<file path="src/core/sertx_pkg.sv">
// Package with register map, field layout and timing constants of the block
package sertx_pkg;
    // Register byte addresses on the word-aligned bus
    localparam logic [3:0] SERTX_ADDR_CTRL = 4'h0;
    localparam logic [3:0] SERTX_ADDR_DATA = 4'h4;
    localparam logic [3:0] SERTX_ADDR_RXEN = 4'h8;
    localparam logic [3:0] SERTX_ADDR_BAUD = 4'hC;
    // Control register reset value: only the shift empty flag set
    localparam logic [7:0] SERTX_CTRL_RESET = 8'h02;
    // Bit positions in the receive enable register
    localparam int SERTX_RX_SINGLE_BIT = 0;
    localparam int SERTX_RX_CONT_BIT = 1;
    // Baud divisor width and reset value
    localparam int SERTX_DIV_W = 16;
    localparam logic [15:0] SERTX_DIV_RESET = 16'h0000;
    // Clock division shifts: x4 high speed and sync, x16 low speed
    localparam int SERTX_SHIFT_HIGH = 2;
    localparam int SERTX_SHIFT_LOW = 4;
    localparam int SERTX_CNT_W = SERTX_DIV_W + SERTX_SHIFT_LOW + 1;
    // Frame lengths in bit times
    localparam int SERTX_FRAME_W = 14;
    localparam logic [3:0] SERTX_LEN_ASYNC8 = 4'hA;
    localparam logic [3:0] SERTX_LEN_ASYNC9 = 4'hB;
    localparam logic [3:0] SERTX_LEN_SYNC8 = 4'h8;
    localparam logic [3:0] SERTX_LEN_SYNC9 = 4'h9;
    localparam logic [3:0] SERTX_LEN_BREAK = 4'hE;
    // Words held in the transmit queue
    localparam int SERTX_FIFO_DEPTH = 8;
    localparam int SERTX_DATA_W = 8;

    // Control and status register fields, bit 7 down to bit 0
    typedef struct packed {
        logic clock_source_master;
        logic nine_bit_tx_select;
        logic tx_enable;
        logic sync_mode;
        logic break_request;
        logic high_speed_baud_select;
        logic shift_empty_flag;
        logic ninth_tx_bit;
    } sertx_ctrl_s;

    // Serial pin group driven by the block
    typedef struct packed {
        logic tx_line;
        logic sync_clk_out;
        logic sync_clk_oe;
    } sertx_pins_s;

    // Transmitter states
    typedef enum logic [0:0] {
        SERTX_IDLE,
        SERTX_SHIFT
    } sertx_state_e;
endpackage : sertx_pkg

</file>
<file path="src/core/sertx_top.sv">
// Serial transmit control and status block with its transmit queue
// What this block does
// - Transmit enable bit 5 set turns the transmitter on, clear turns it off.
// - Mode bit 4 set selects synchronous operation, clear selects asynchronous.
// - Async break request bit 3 sends break next; hardware clears; ignored in sync.
// - Break request bit reading zero means no break is pending any longer.
// - Shift empty bit 1 reads one when shift register empty, zero while shifting.
// - Nine-bit mode sends ninth bit 0 after the eight data bits.
// - In sync mode, either receive enable overrides transmit enable.
`timescale 1ns/1ps
`default_nettype none

// Transmit queue with valid and ready on both sides
module sertx_fifo #(
    parameter int WIDTH = 8,
    parameter int DEPTH = 8
) (
    // Clock and reset
    input wire logic clk_sys,
    input wire logic rst_n,
    // Filling side
    input wire logic in_valid,
    output logic in_ready,
    input wire logic [WIDTH-1:0] in_data,
    // Draining side
    output logic out_valid,
    input wire logic out_ready,
    output logic [WIDTH-1:0] out_data
);
    localparam int AW = $clog2(DEPTH);
    logic [WIDTH-1:0] mem [DEPTH];
    logic [AW-1:0] wr_ptr_reg;
    logic [AW-1:0] rd_ptr_reg;
    logic [AW:0] count_reg;
    logic push;
    logic pop;

    // Handshake terms
    assign in_ready = (count_reg != (AW+1)'(DEPTH));
    assign out_valid = (count_reg != '0);
    assign push = in_valid && in_ready;
    assign pop = out_valid && out_ready;
    assign out_data = mem[rd_ptr_reg];

    // Storage write
    always_ff @(posedge clk_sys)
    begin
        if (push)
        begin
            mem[wr_ptr_reg] <= in_data;
        end
    end

    // Pointers and fill count
    always_ff @(posedge clk_sys)
    begin
        if (!rst_n)
        begin
            wr_ptr_reg <= '0;
            rd_ptr_reg <= '0;
            count_reg <= '0;
        end
        else
        begin
            if (push)
            begin
                wr_ptr_reg <= (wr_ptr_reg == AW'(DEPTH - 1)) ? '0 : wr_ptr_reg + 1'b1;
            end
            if (pop)
            begin
                rd_ptr_reg <= (rd_ptr_reg == AW'(DEPTH - 1)) ? '0 : rd_ptr_reg + 1'b1;
            end
            if (push && !pop)
            begin
                count_reg <= count_reg + 1'b1;
            end
            else if (pop && !push)
            begin
                count_reg <= count_reg - 1'b1;
            end
        end
    end
endmodule : sertx_fifo

module sertx_top
    import sertx_pkg::*;
(
    // Clock and reset
    input wire logic clk_sys,
    input wire logic rst_n,
    // Avalon-MM slave
    input wire logic [3:0] avs_address,
    input wire logic avs_read,
    input wire logic avs_write,
    input wire logic [31:0] avs_writedata,
    output logic [31:0] avs_readdata,
    output logic avs_waitrequest,
    // Serial pins
    output sertx_pins_s pins
);
    sertx_ctrl_s ctrl_reg;
    logic [1:0] rx_en_reg;
    logic [SERTX_DIV_W-1:0] div_reg;
    logic ack_reg;
    logic [31:0] rdata_reg;
    logic wr_ok;
    logic fifo_in_valid;
    logic fifo_in_ready;
    logic fifo_out_valid;
    logic fifo_out_ready;
    logic [SERTX_DATA_W-1:0] fifo_out_data;
    sertx_state_e state_reg;
    logic [SERTX_FRAME_W-1:0] shift_reg;
    logic [3:0] bits_left_reg;
    logic [SERTX_CNT_W-1:0] baud_cnt_reg;
    logic [SERTX_CNT_W-1:0] period;
    logic baud_tick;
    logic tx_active;
    logic start_frame;
    logic send_break;
    logic break_reg;
    logic break_done;
    logic break_frame_reg;
    logic data_hit;

    // Receive enables steal the port from the transmitter in sync mode
    assign tx_active = ctrl_reg.tx_enable
        && !(ctrl_reg.sync_mode && (rx_en_reg != 2'b00));

    // Bus answer: one wait cycle, longer while the queue is full
    assign data_hit = avs_write && (avs_address == SERTX_ADDR_DATA);
    assign wr_ok = avs_write && ack_reg;
    assign avs_waitrequest = !ack_reg;
    assign avs_readdata = rdata_reg;
    assign fifo_in_valid = data_hit && ack_reg;

    // Acknowledge strobe, held off while a data write meets a full queue
    always_ff @(posedge clk_sys)
    begin
        if (!rst_n)
        begin
            ack_reg <= 1'b0;
        end
        else
        begin
            ack_reg <= (avs_read || avs_write) && !ack_reg
                && !(data_hit && !fifo_in_ready);
        end
    end

    // Read data mux, zero for unmapped addresses
    always_ff @(posedge clk_sys)
    begin
        if (!rst_n)
        begin
            rdata_reg <= 32'h0000_0000;
        end
        else
        begin
            case (avs_address)
                SERTX_ADDR_CTRL: rdata_reg <= {24'h00_0000, ctrl_reg[7:4],
                    break_reg, ctrl_reg[2:0]};
                SERTX_ADDR_RXEN: rdata_reg <= {30'h0000_0000, rx_en_reg};
                SERTX_ADDR_BAUD: rdata_reg <= {16'h0000, div_reg};
                default: rdata_reg <= 32'h0000_0000;
            endcase
        end
    end

    // Writable control bits; the shift empty flag follows the shifter
    always_ff @(posedge clk_sys)
    begin
        if (!rst_n)
        begin
            ctrl_reg <= SERTX_CTRL_RESET;
        end
        else
        begin
            ctrl_reg.shift_empty_flag <= (state_reg == SERTX_IDLE) && !start_frame;
            if (wr_ok && avs_address == SERTX_ADDR_CTRL)
            begin
                ctrl_reg.clock_source_master <= avs_writedata[7];
                ctrl_reg.nine_bit_tx_select <= avs_writedata[6];
                ctrl_reg.tx_enable <= avs_writedata[5];
                ctrl_reg.sync_mode <= avs_writedata[4];
                ctrl_reg.high_speed_baud_select <= avs_writedata[2];
                ctrl_reg.ninth_tx_bit <= avs_writedata[0];
            end
        end
    end

    // Receive enables and baud divisor
    always_ff @(posedge clk_sys)
    begin
        if (!rst_n)
        begin
            rx_en_reg <= 2'b00;
            div_reg <= SERTX_DIV_RESET;
        end
        else if (wr_ok)
        begin
            if (avs_address == SERTX_ADDR_RXEN)
            begin
                rx_en_reg <= {avs_writedata[SERTX_RX_CONT_BIT],
                    avs_writedata[SERTX_RX_SINGLE_BIT]};
            end
            if (avs_address == SERTX_ADDR_BAUD)
            begin
                div_reg <= avs_writedata[SERTX_DIV_W-1:0];
            end
        end
    end

    // Break pending flag shown as control bit 3; a software write wins
    always_ff @(posedge clk_sys)
    begin
        if (!rst_n)
        begin
            break_reg <= 1'b0;
        end
        else if (wr_ok && avs_address == SERTX_ADDR_CTRL)
        begin
            break_reg <= avs_writedata[3];
        end
        else if (break_done)
        begin
            break_reg <= 1'b0;
        end
    end

    // Transmit queue between the data register and the shifter
    sertx_fifo #(
        .WIDTH(SERTX_DATA_W),
        .DEPTH(SERTX_FIFO_DEPTH)
    ) u_fifo (
        .clk_sys(clk_sys),
        .rst_n(rst_n),
        .in_valid(fifo_in_valid),
        .in_ready(fifo_in_ready),
        .in_data(avs_writedata[SERTX_DATA_W-1:0]),
        .out_valid(fifo_out_valid),
        .out_ready(fifo_out_ready),
        .out_data(fifo_out_data)
    );

    // Bit period: x4 for high speed or sync, x16 for low speed async
    always_comb
    begin
        if (ctrl_reg.sync_mode || ctrl_reg.high_speed_baud_select)
        begin
            period = SERTX_CNT_W'({1'b0, div_reg} + 17'h0_0001) << SERTX_SHIFT_HIGH;
        end
        else
        begin
            period = SERTX_CNT_W'({1'b0, div_reg} + 17'h0_0001) << SERTX_SHIFT_LOW;
        end
    end

    // Frame start and break selection
    assign start_frame = (state_reg == SERTX_IDLE) && tx_active && fifo_out_valid;
    assign send_break = break_reg && !ctrl_reg.sync_mode;
    assign fifo_out_ready = start_frame;
    // Greater-or-equal keeps a mid-frame period change from running away
    assign baud_tick = (baud_cnt_reg >= period - 1'b1);
    // Only the end of a real break frame clears the request
    assign break_done = (state_reg == SERTX_SHIFT) && baud_tick
        && (bits_left_reg == 4'h1) && break_frame_reg;

    // Baud counter, restarted with each frame
    always_ff @(posedge clk_sys)
    begin
        if (!rst_n)
        begin
            baud_cnt_reg <= '0;
        end
        else if (state_reg == SERTX_IDLE || baud_tick)
        begin
            baud_cnt_reg <= '0;
        end
        else
        begin
            baud_cnt_reg <= baud_cnt_reg + 1'b1;
        end
    end

    // Shifter: loads a frame LSB first and moves one bit per tick
    always_ff @(posedge clk_sys)
    begin
        if (!rst_n)
        begin
            state_reg <= SERTX_IDLE;
            shift_reg <= '1;
            bits_left_reg <= 4'h0;
            break_frame_reg <= 1'b0;
        end
        else
        begin
            case (state_reg)
                SERTX_IDLE:
                begin
                    shift_reg <= '1;
                    if (start_frame)
                    begin
                        state_reg <= SERTX_SHIFT;
                        break_frame_reg <= send_break;
                        if (ctrl_reg.sync_mode)
                        begin
                            shift_reg <= {5'h1F, ctrl_reg.ninth_tx_bit, fifo_out_data};
                            bits_left_reg <= ctrl_reg.nine_bit_tx_select
                                ? SERTX_LEN_SYNC9 : SERTX_LEN_SYNC8;
                        end
                        else if (send_break)
                        begin
                            shift_reg <= {1'b1, 13'h0000};
                            bits_left_reg <= SERTX_LEN_BREAK;
                        end
                        else if (ctrl_reg.nine_bit_tx_select)
                        begin
                            shift_reg <= {4'hF, ctrl_reg.ninth_tx_bit,
                                fifo_out_data, 1'b0};
                            bits_left_reg <= SERTX_LEN_ASYNC9;
                        end
                        else
                        begin
                            shift_reg <= {5'h1F, fifo_out_data, 1'b0};
                            bits_left_reg <= SERTX_LEN_ASYNC8;
                        end
                    end
                end
                SERTX_SHIFT:
                begin
                    if (baud_tick)
                    begin
                        shift_reg <= {1'b1, shift_reg[SERTX_FRAME_W-1:1]};
                        bits_left_reg <= bits_left_reg - 1'b1;
                        if (bits_left_reg == 4'h1)
                        begin
                            state_reg <= SERTX_IDLE;
                        end
                    end
                end
                default: state_reg <= SERTX_IDLE;
            endcase
        end
    end

    // Pins: line from the shifter, sync clock driven only in sync master mode
    always_ff @(posedge clk_sys)
    begin
        if (!rst_n)
        begin
            pins <= 3'b100;
        end
        else
        begin
            pins.tx_line <= (state_reg == SERTX_SHIFT) ? shift_reg[0] : 1'b1;
            pins.sync_clk_out <= (state_reg == SERTX_SHIFT)
                && (baud_cnt_reg >= (period >> 1));
            pins.sync_clk_oe <= ctrl_reg.sync_mode && ctrl_reg.clock_source_master
                && tx_active;
        end
    end
endmodule : sertx_top

`default_nettype wire

</file>
<file path="config.mk">
export PLATFORM = sky130hd
export DESIGN_NAME = sertx_top
export DESIGN_NICKNAME = d
export VERILOG_FILES = /design/src/core/sertx_pkg.sv /design/src/core/sertx_top.sv
export SDC_FILE = /design/constraint.sdc
export NUM_CORES = 1
export LEC_CHECK = 0
export BUFFER_PORTS_ARGS = -buffer_cell sky130_fd_sc_hd__buf_4
export CAP_MARGIN = 25
export CORE_AREA = 3 3 143 145
export DETAILED_ROUTE_END_ITERATION = 7
export DIE_AREA = 0 0 146 148
export SYNTH_ARGS = -nofsm -noshare
export SYNTH_HDL_FRONTEND = slang
export SYNTH_SLANG_ARGS = --single-unit
</file>
<file path="constraint.sdc">
create_clock -name clk_sys -period 5.6 [get_ports clk_sys]
set_input_delay 1.12 -clock clk_sys [delete_from_list [all_inputs] [get_ports clk_sys]]
set_output_delay 1.12 -clock clk_sys [all_outputs]
set_load 0.05 [all_outputs]
</file>
## Word level (Yosys, flattened, before mapping)

Memories as Yosys holds them, arrays and structs flattened. A register that Yosys moved wholly into a read port is not among the register bits.
Cells that the tools add are included.

- Magnitude comparators: 2
- Muxes and demuxes: 29
- Equal/unequal tests: 9
- Divide/modulo/power cells: 0
- Multipliers: 0
- $add $sub $neg: 8
- Shift operators: 0
- Bitwise operators: 2
- Reduce and logical (&&, ||, !) cells: 45

Operators by type and width:

| operator | number |
|---|---|
| 16-bit one-hot mux with 3 select lines | 1 |
| 13-bit two-way mux | 3 |
| 14-bit one-hot mux with 2 select lines | 1 |
| 1-bit logical AND | 23 |
| 21-bit by 1-bit adder with 21-bit output, second input constant | 1 |
| 21-bit by 20-bit >= comparator with 1-bit output | 1 |
| 21-bit >= comparator | 1 |
| 21-bit two-way mux | 1 |
| 21-bit by 1-bit subtractor with 21-bit output, second input constant | 1 |
| 3-bit two-way mux | 6 |
| 16-bit by 1-bit adder with 17-bit output, second input constant | 1 |
| 4-bit two-way mux | 4 |
| 14-bit two-way mux | 1 |
| 10-bit two-way mux | 1 |
| 2-bit AND reduction | 5 |
| 1-bit two-way mux | 9 |
| 4-bit equality test, second input constant | 2 |
| 1-bit zero test | 8 |
| 4-bit one-hot mux with 2 select lines | 1 |
| 4-bit by 1-bit subtractor with 4-bit output, second input constant | 2 |
| 3-bit by 1-bit adder with 3-bit output, second input constant | 2 |
| 3-bit equality test, second input constant | 2 |
| 2-bit nonzero test | 3 |
| 4-bit by 1-bit adder with 4-bit output, second input constant | 1 |
| other kinds (11) | 14 |

- Input bits: 40
- Memory bits (writable): 64
- Output and inout port bits: 36
- Word-level logic and storage cells: 119
- Latch bits: 0
- Memories kept: 1
- Bits in registers: 113
- ROM bits: 0

Memory list:

| name | depth | bits a word | read ports | clocked after memory_dff | wr ports | line | source |
|---|---|---|---|---|---|---|---|
| u_fifo.mem | 8 | 8 | 1 | 1 | 1 | sertx_top.sv:31 | `logic [WIDTH-1:0] mem [DEPTH];` |

## Longest topological paths before layout

Gate-level depths: netlist (run 1).

- Depth after elaboration: 10
- Gate-level depth with buffers: 23
- Gate-level depth less buffers: 18

## Modules after synthesis

Synthesis (run 1) repeated with hierarchy kept, for this count alone.

- Cells, all modules: 862
- Area total of the unflattened synthesis: 8823.5 µm²

Modules (own cells, without submodules):

| module | instances | area each (µm²) | sequential area each (µm²) | cells an instance |
|---|---|---|---|---|
| sertx_top | 1 | 5671.7 | 1721.7 | 694 |
| sertx_fifo | 1 | 3151.8 | 2182.1 | 168 |

## Worst setup path before layout (run 1)

Ideal clock, no wire load.

- Path type: reg-to-reg
- Start: register div_reg[1]
- End: register bits_left_reg[0]
- Library setup time: 0.096 ns
- Required time: 5.504 ns
- Clock period less this slack: 4.470 ns
- Arrival: 4.375 ns
- Setup slack: 1.130 ns
- Path buffers: 3
- Stages on the path, launching flop included: 21
- Cells stage by stage: dfxtp_1 -> ha_1 -> nand4_1 -> buf_2 -> o31a_1 -> a31oi_1 -> a2bb2oi_1 -> o31ai_1 -> or3_1 -> xnor2_1 -> ha_1 -> nand4_1 -> o21ai_0 -> a211o_1 -> o2111ai_1 -> a221oi_1 -> or2_2 -> clkbuf_1 -> clkbuf_1 -> nand2_1 -> a221oi_1

- Longest elaborated chain between the ends: 6

Ends and longest elaborated chain:

| item | line | source |
|---|---|---|
| start, declared | sertx_top.sv:103 | `logic [SERTX_DIV_W-1:0] div_reg;` |
| start signal, assigned | sertx_top.sv:209 | `div_reg <= avs_writedata[SERTX_DIV_W-1:0];` |
| 16-bit by 1-bit adder with 17-bit output | sertx_top.sv:251, sertx_top.sv:255 |  |
| 21-bit two-way mux | sertx_top.sv:249 | `if (ctrl_reg.sync_mode \|\| ctrl_reg.high_speed_baud_select)` |
| 21-bit by 1-bit subtractor with 21-bit output | sertx_top.sv:264 | `assign baud_tick = (baud_cnt_reg >= period - 1'b1);` |
| 21-bit >= comparator | sertx_top.sv:264 |  |
| 2-bit by 1-bit != test with 1-bit output (no source line) | n/a |  |
| 2-bit AND reduction (no source line) | n/a |  |
| end signal, assigned | sertx_top.sv:309 | `bits_left_reg <= ctrl_reg.nine_bit_tx_select` |
| end signal, assigned | sertx_top.sv:335 | `bits_left_reg <= bits_left_reg - 1'b1;` |
| end, declared | sertx_top.sv:114 | `logic [3:0] bits_left_reg;` |

No other way between the ends.
A chain may end at the register's enable or synchronous reset.

## Worst setup path in the final report (run 1)

Ends and elaborated chain as after synthesis.

==> results of run 1 <==
## metal layers
layer	GRT usage (%)	wire, um
met4	4.37	165
met5	0	0
met3	3.40	772
met2	28.5	8890
met1	27.3	9760
## cells by family after synthesis
logic type,count (synthesis),share of synthesized area (%)
other,1,0.0434
adders and majority gates,48,6.95
DFF,163,45.2
xor gates and xnor gates,43,4.36
muxes,36,6.63
buffers and inverters,97,5.31
and+or+nand+nor,297,17.0
AOI/OAI and AO/OA,178,14.5
## power by group through the flow
stage / Sequential [mW] / Combinational [mW] / Clock [mW]
floorplan: 1.26 / 0.0663 / 0
global placement: 1.26 / 0.0905 / 0
detailed placement: 1.26 / 0.0907 / 0
CTS: 1.23 / 0.0912 / 1.20
global route: 1.23 / 0.0991 / 1.25
finish: 1.23 / 0.0908 / 1.18
## cell usage in the layout (no fill, tap or decap), types with 11 or more instances in the layout
cell type  Yosys  final
a21oi_1       61     61
a221oi_1      11     11
a31oi_1       12     12
buf_4         17     60
clkbuf_16      0     17
conb_1         1     16
dfxtp_1       99     99
edfxtp_1      64     64
ha_1          44     44
inv_1         35     35
mux4_2        16     16
nand2_1      103    103
nand3_1       22     22
nand4_1       15     15
nor2_1        75     75
nor3_1        23     23
o21ai_0       14     14
xnor2_1       22     22
xor2_1        21     21
## cell type report
cell class,instances,area share (%)
well taps,265,3.38
clock inverters,15,1.88
multi-input cells,618,44.2
inverters,35,1.34
repair buffers,62,5.08
clock buffers,17,4.34
flip-flops and latches,163,39.8
## through the flow
step / area [um2] / power, mW / hold slack (ns) / util [%]
floorplan: 8700 / 1.33 / 0.410 / -
global placement: 9170 / 1.35 / 0.451 / 47.4
detailed placement: 9200 / 1.35 / 0.454 / 47.6
CTS: 9810 / 2.52 / 0.473 / 50.7
global route: 9810 / 2.58 / 0.499 / 50.7
finish: 9810 / 2.50 / 0.477 / 50.7
## path summary, 6_finish.rpt
path | cells after the start | from | end
hold reg to reg | 1 | shift_reg[0] | pins[2]
setup reg to reg | 19 | div_reg[1] | bits_left_reg[0]
setup / recovery | 19 | div_reg[1] | bits_left_reg[0]
hold / removal | 1 | shift_reg[0] | pins[2]
## cell usage after synthesis, drive strengths merged (5+ instances only)
library cell / count
nand3: 23
nor3: 23
a21oi: 61
a221oi: 11
xnor2: 22
a31oi: 12
dfxtp: 99
nand2b: 7
nand2: 104
nor2: 76
mux2i: 10
ha: 44
mux4: 16
a21o: 8
o221ai: 11
mux2: 10
nand4: 16
edfxtp: 64
or3: 5
and2: 9
a211oi: 8
a22oi: 9
o21ai: 15
buf: 34
clkbuf: 28
o211ai: 5
xor2: 21
and3: 10
inv: 35
## critical path: cells and delay by family (launching register included)
| family | cells | cell delay (ns) |
|---|---|---|
| simple gates | 7 | 2.10 |
| compound gates | 7 | 1.31 |
| fa+ha+maj | 2 | 0.60 |
| buf+inv | 2 | 0.42 |
| flops | 1 | 0.35 |
| xor+xnor | 1 | 0.15 |
## what timing repair did
| item | in CTS | in global routing |
|---|---|---|
| resized for setup | 0 | 1 |
| setup endpoints to repair | 0 | 9 |
| buffers inserted | 0 | 0 |
==> reports/metrics.csv, run 1 <==
stage,metric,value,unit
outcome,status,completed,
yosys,"Top FF cell, synth",dfxtp_1,
yosys,Unique masters post-synth,79,
die,io pins,76,
timing,Slew @ Worst Pin,1.01,ns
drt,DR WL/cell,16.7,um
power,switching share of power,25.4,%
layout,footprint of the multi-input gates,0.00433,mm2
clock_tree,clock root buffer,clkbuf_16,
drt,Residual DRC,0,
drt,DRT Wirelength,19.6,mm
yosys,share of the synthesized area in the top cell type,22.9,%
worst_setup_path,crit path DAT,5.36,ns
die,die width,146,um
layout,"Area growth, synth to finish",13.5,%
power,Net Sw Power,635,uW
yosys,"Seq/Total Area, Yosys",45.2,%
layout,final non-filler cell total,1175,
drt,drt first-iter violations,540,
timing,Final Hold Viols,0,
global_routing,pin count of the biggest net entering global routing,41,
yosys,async set-reset flop share out of synthesis,0,%
timing,fmax,199,MHz
clock_tree,clock buffer depth,2,
clock_tree,CTS tree,yes,
layout,share of cells above drive strength 1,15.4,%
place,Placer Congestion,0.815,
die,Initial Util,44.7,%
clock_tree,CTS Buf Count,17,
layout,FF/Latch Area,0.00390,mm2
yosys,number of synthesized flops with an enable pin,64,
yosys,leading area contributor after synthesis,dfxtp_1,
timing,Slew HR,32.4,%
layout,FILL cells,1781,
worst_setup_path,critical path launch point type,register,
timing,Clock Skew,0.0131,ns
timing,final worst slack,0.578,ns
worst_setup_path,CP max stage delay,0.43,ns
drt,via count,6453,
die,Die Area,0.0216,mm2
worst_setup_path,"most used cell, CP",nand4_1,
worst_setup_path,slowest cell on the critical path,nor2_1,
clock_tree,"Reg clk slew, reported paths",0.07,ns
power,pwr dens,255,mW/mm2
worst_setup_path,R2R Setup Slk,0.58,ns
clock_tree,cts hold-fix bufs,0,
worst_setup_path,"critical path, cell by cell","ha_1, nand4_1, buf_4, o22ai_1, a211oi_1, nor4b_4, nand4_1, or3_1, xnor2_1, ha_1, nand4_1, o21ai_0, a211o_1, o2111ai_1, a221oi_1, buf_4, nor2_1, nand2_1, a221oi_1",
worst_setup_path,"Req. time, crit path",5.94,ns
clock_tree,clk_lat worst skew,0.44,ns
power,Logic pwr share,3.6,%
job,max-cap violation count,0,
yosys,total of warnings raised by yosys,0,
place,pre-CTS WS,0.428,ns
die,row cnt,51,
power,Clock power frac,47.0,%
place,buffers added on ports,43,
global_routing,first-pass GRT wire length,32.1,mm
global_routing,Overflow after GRT,0,
layout,Antenna Cells,0,
power,peak supply drop,214,uV
worst_setup_path,CP endpoint kind,register,
die,die height,148,um
global_routing,initial antenna violation count,0,
power,internal power,1.87,mW
timing,Max Slew Vio Count,0,
yosys,Syn Area/Cell,10.0,um2
timing,"Period Utilization, post-route",89.7,%
timing,Tmin final,5.02,ns
timing,unrepaired setup endpoints after global routing,no,
worst_setup_path,Worst Path Max Fanout,10,
hold_path,Hold Path Class,reg2reg,
global_routing,vias in the first global route,6059,
yosys,#FFs+latches synth,163,
die,core area,0.0193,mm2
clock_tree,CTS Sinks,163,
place,hpwl dp,14.0,mm
worst_setup_path,Crit Path Class,reg2reg,
layout,max reg flops,64,
yosys,mapped cell area,0.00864,mm2
place,placed instance count,1143,
layout,nets,982,
power,Flop pwr share,49.3,%
power,Lkg Pwr,3.59,nW
drt,post-DR vias/cell,5.49,
yosys,Synth area leaders,"dfxtp_1 23%, edfxtp_1 22%, ha_1 6.4%, nand2_1 4.5%, mux4_2 4.2%",
clock_tree,htree depth,4,
timing,Final setup viols,0,
global_routing,gr usage total,18.5,%
drt,drt pass-1 iters,5,
drt,Antenna Nets Post-Route,0,
timing,setup TNS,0,ns
yosys,Gate Count Post-Synth,863,
Power figures use the tool's default switching activity.
==> run 2, diff against run 1 <==
--- a/config.mk
+++ b/config.mk
@@ -5,7 +5,7 @@
 export SDC_FILE = /design/constraint.sdc
 export NUM_CORES = 1
 export LEC_CHECK = 0
-export BUFFER_PORTS_ARGS = -buffer_cell sky130_fd_sc_hd__buf_4
+export BUFFER_PORTS_ARGS = -buffer_cell sky130_fd_sc_hd__buf_2
 export CAP_MARGIN = 25
 export CORE_AREA = 3 3 143 145
 export DETAILED_ROUTE_END_ITERATION = 7
==> reports/metrics.csv, run 2 (same netlist as run 1, synthesis figures left out) <==
stage,metric,value,unit
worst_setup_path,Crit Path Class,reg2reg,
layout,most frequent cells in the layout,"103 x nand2_1, 99 x dfxtp_1, 75 x nor2_1, 64 x edfxtp_1, 61 x a21oi_1",
layout,nets,982,
power,Design Power,2.51,mW
worst_setup_path,"Req. time, crit path",5.94,ns
clock_tree,CTS Buf Count,17,
worst_setup_path,worst r2r path cells,16,
timing,Slew @ Worst Pin,0.979,ns
clock_tree,clock buffer depth,2,
die,die width,146,um
clock_tree,number of post-CTS setup repair buffers,0,
clock_tree,clk_lat worst skew,0.44,ns
timing,Max Slew Vio Count,0,
timing,Tmin final,5.12,ns
worst_setup_path,worst setup path endpoint,bits_left_reg[0],
timing,unrepaired setup endpoints after global routing,no,
layout,Antenna Cells,0,
clock_tree,"Reg clk slew, reported paths",0.07,ns
worst_setup_path,crit path DAT,5.46,ns
worst_setup_path,R2R Setup Slk,0.48,ns
worst_setup_path,slowest cell on the critical path,a211oi_1,
die,Die Area,0.0216,mm2
die,Initial Util,44.7,%
timing,Final Hold Viols,0,
drt,drt first-iter violations,470,
die,row cnt,51,
clock_tree,post-CTS resize count,0,
worst_setup_path,crit path from,ctrl_reg[2],
place,hpwl dp,14.0,mm
worst_setup_path,r2r startpoint,ctrl_reg[2],
die,io pins,76,
worst_setup_path,"critical path, cell by cell","or2_1, a21oi_1, a211oi_1, nor4_2, nand4bb_2, xor2_1, ha_1, a21o_1, a21o_1, a21oi_1, o2111a_1, a221oi_1, buf_4, nor2_1, nand2_1, a221oi_1",
global_routing,Overflow after GRT,0,
die,core area,0.0193,mm2
drt,post-DR vias/cell,5.46,
timing,Clock Skew,0.0112,ns
timing,fmax,195,MHz
die,die height,148,um
drt,drt pass-1 iters,5,
layout,FILL cells,1766,
drt,DR WL/cell,16.6,um
drt,Antenna Nets Post-Route,0,
power,pwr dens,259,mW/mm2
timing,Slew HR,34.5,%
hold_path,Hold Path Class,reg2reg,
clock_tree,CTS tree,yes,
place,Placer Congestion,0.838,
clock_tree,htree depth,4,
drt,via count,6421,
layout,footprint of the multi-input gates,0.00433,mm2
clock_tree,clock root buffer,clkbuf_16,
place,buffers added on ports,43,
drt,Residual DRC,0,
timing,Final setup viols,0,
power,peak supply drop,204,uV
layout,share of cells above drive strength 1,15.3,%
layout,"Area growth, synth to finish",12.4,%
global_routing,initial antenna violation count,0,
job,max-cap violation count,0,
worst_setup_path,critical path launch point type,register,
worst_setup_path,worst r2r dst,bits_left_reg[0],
clock_tree,CTS Sinks,163,
power,Lkg Pwr,3.58,nW
global_routing,vias in the first global route,6140,
clock_tree,cts hold-fix bufs,0,
layout,max reg flops,64,
global_routing,gr usage total,18.5,%
drt,DRT Wirelength,19.5,mm
global_routing,first-pass GRT wire length,32.2,mm
timing,setup TNS,0,ns
global_routing,pin count of the biggest net entering global routing,41,
worst_setup_path,Worst Path Max Fanout,16,
outcome,status,completed,
worst_setup_path,CP endpoint kind,register,
timing,"Period Utilization, post-route",91.5,%
worst_setup_path,CP max stage delay,0.80,ns
layout,"most common cell after layout, fill and taps aside",nand2_1,
layout,FF/Latch Area,0.00390,mm2
run 2: per-layer routing:
layer | vias up | global-route usage [%] | share of wire (%)
met4 | 0 | 5.50 | 1.5
met2 | 160 | 28.2 | 44
met1 | 3045 | 27.2 | 50
met5 | - | 0 | 0
met3 | 20 | 3.34 | 4.3
li1 | 3196 | - | -
run 2: worst min path at each step:
stage	startpoint	endpoint	slack, ns	cells after the start
floorplan	shift_reg[0]	pins[2]	0.41	1
global placement	shift_reg[0]	pins[2]	0.43	1
detailed placement	shift_reg[0]	pins[2]	0.45	1
CTS	shift_reg[0]	pins[2]	0.47	1
global route	baud_cnt_reg[0]	baud_cnt_reg[0]	0.49	1
finish	shift_reg[0]	pins[2]	0.47	1
run 2: layout make-up:
cell class              instances  share of cell area [%]
well taps                     265                    3.41
repair buffers                 62                    4.02
clock buffers                  17                    4.38
inverters                      35                    1.35
clock inverters                15                    2.00
multi-input cells             618                    44.6
flip-flops and latches        163                    40.2
run 2: report_power, final:
group          switching [mW]  total (mW)  internal (mW)
sequential            0.00244        1.23           1.23
clock                   0.578        1.19          0.614
combinational          0.0661      0.0856         0.0195
run 2: per-stage QoR:
stage	hold slack, ns	setup slack, ns	cell area [um2]	cells	util [%]
final	0.471	0.476	9710	1175	50.2
after global routing	0.492	0.0674	9710	1175	50.2
after CTS	0.469	0.473	9710	1175	50.2
after detailed placement	0.449	0.508	9090	1143	47.0
after global placement	0.432	0.516	9060	1142	46.9
after floorplan	0.410	1.13	8700	878	-
run 2: worst max-delay path, delay by kind of cell, from the launching register on:
family | cells | cell delay (ns)
AO/OA/AOI/OAI | 8 | 2.15
XOR/XNOR | 1 | 0.18
adder cells (fa/ha/maj) | 1 | 0.26
buffers and inverters | 1 | 0.16
flip-flops | 1 | 0.54
AND/OR/NAND/NOR | 5 | 1.71
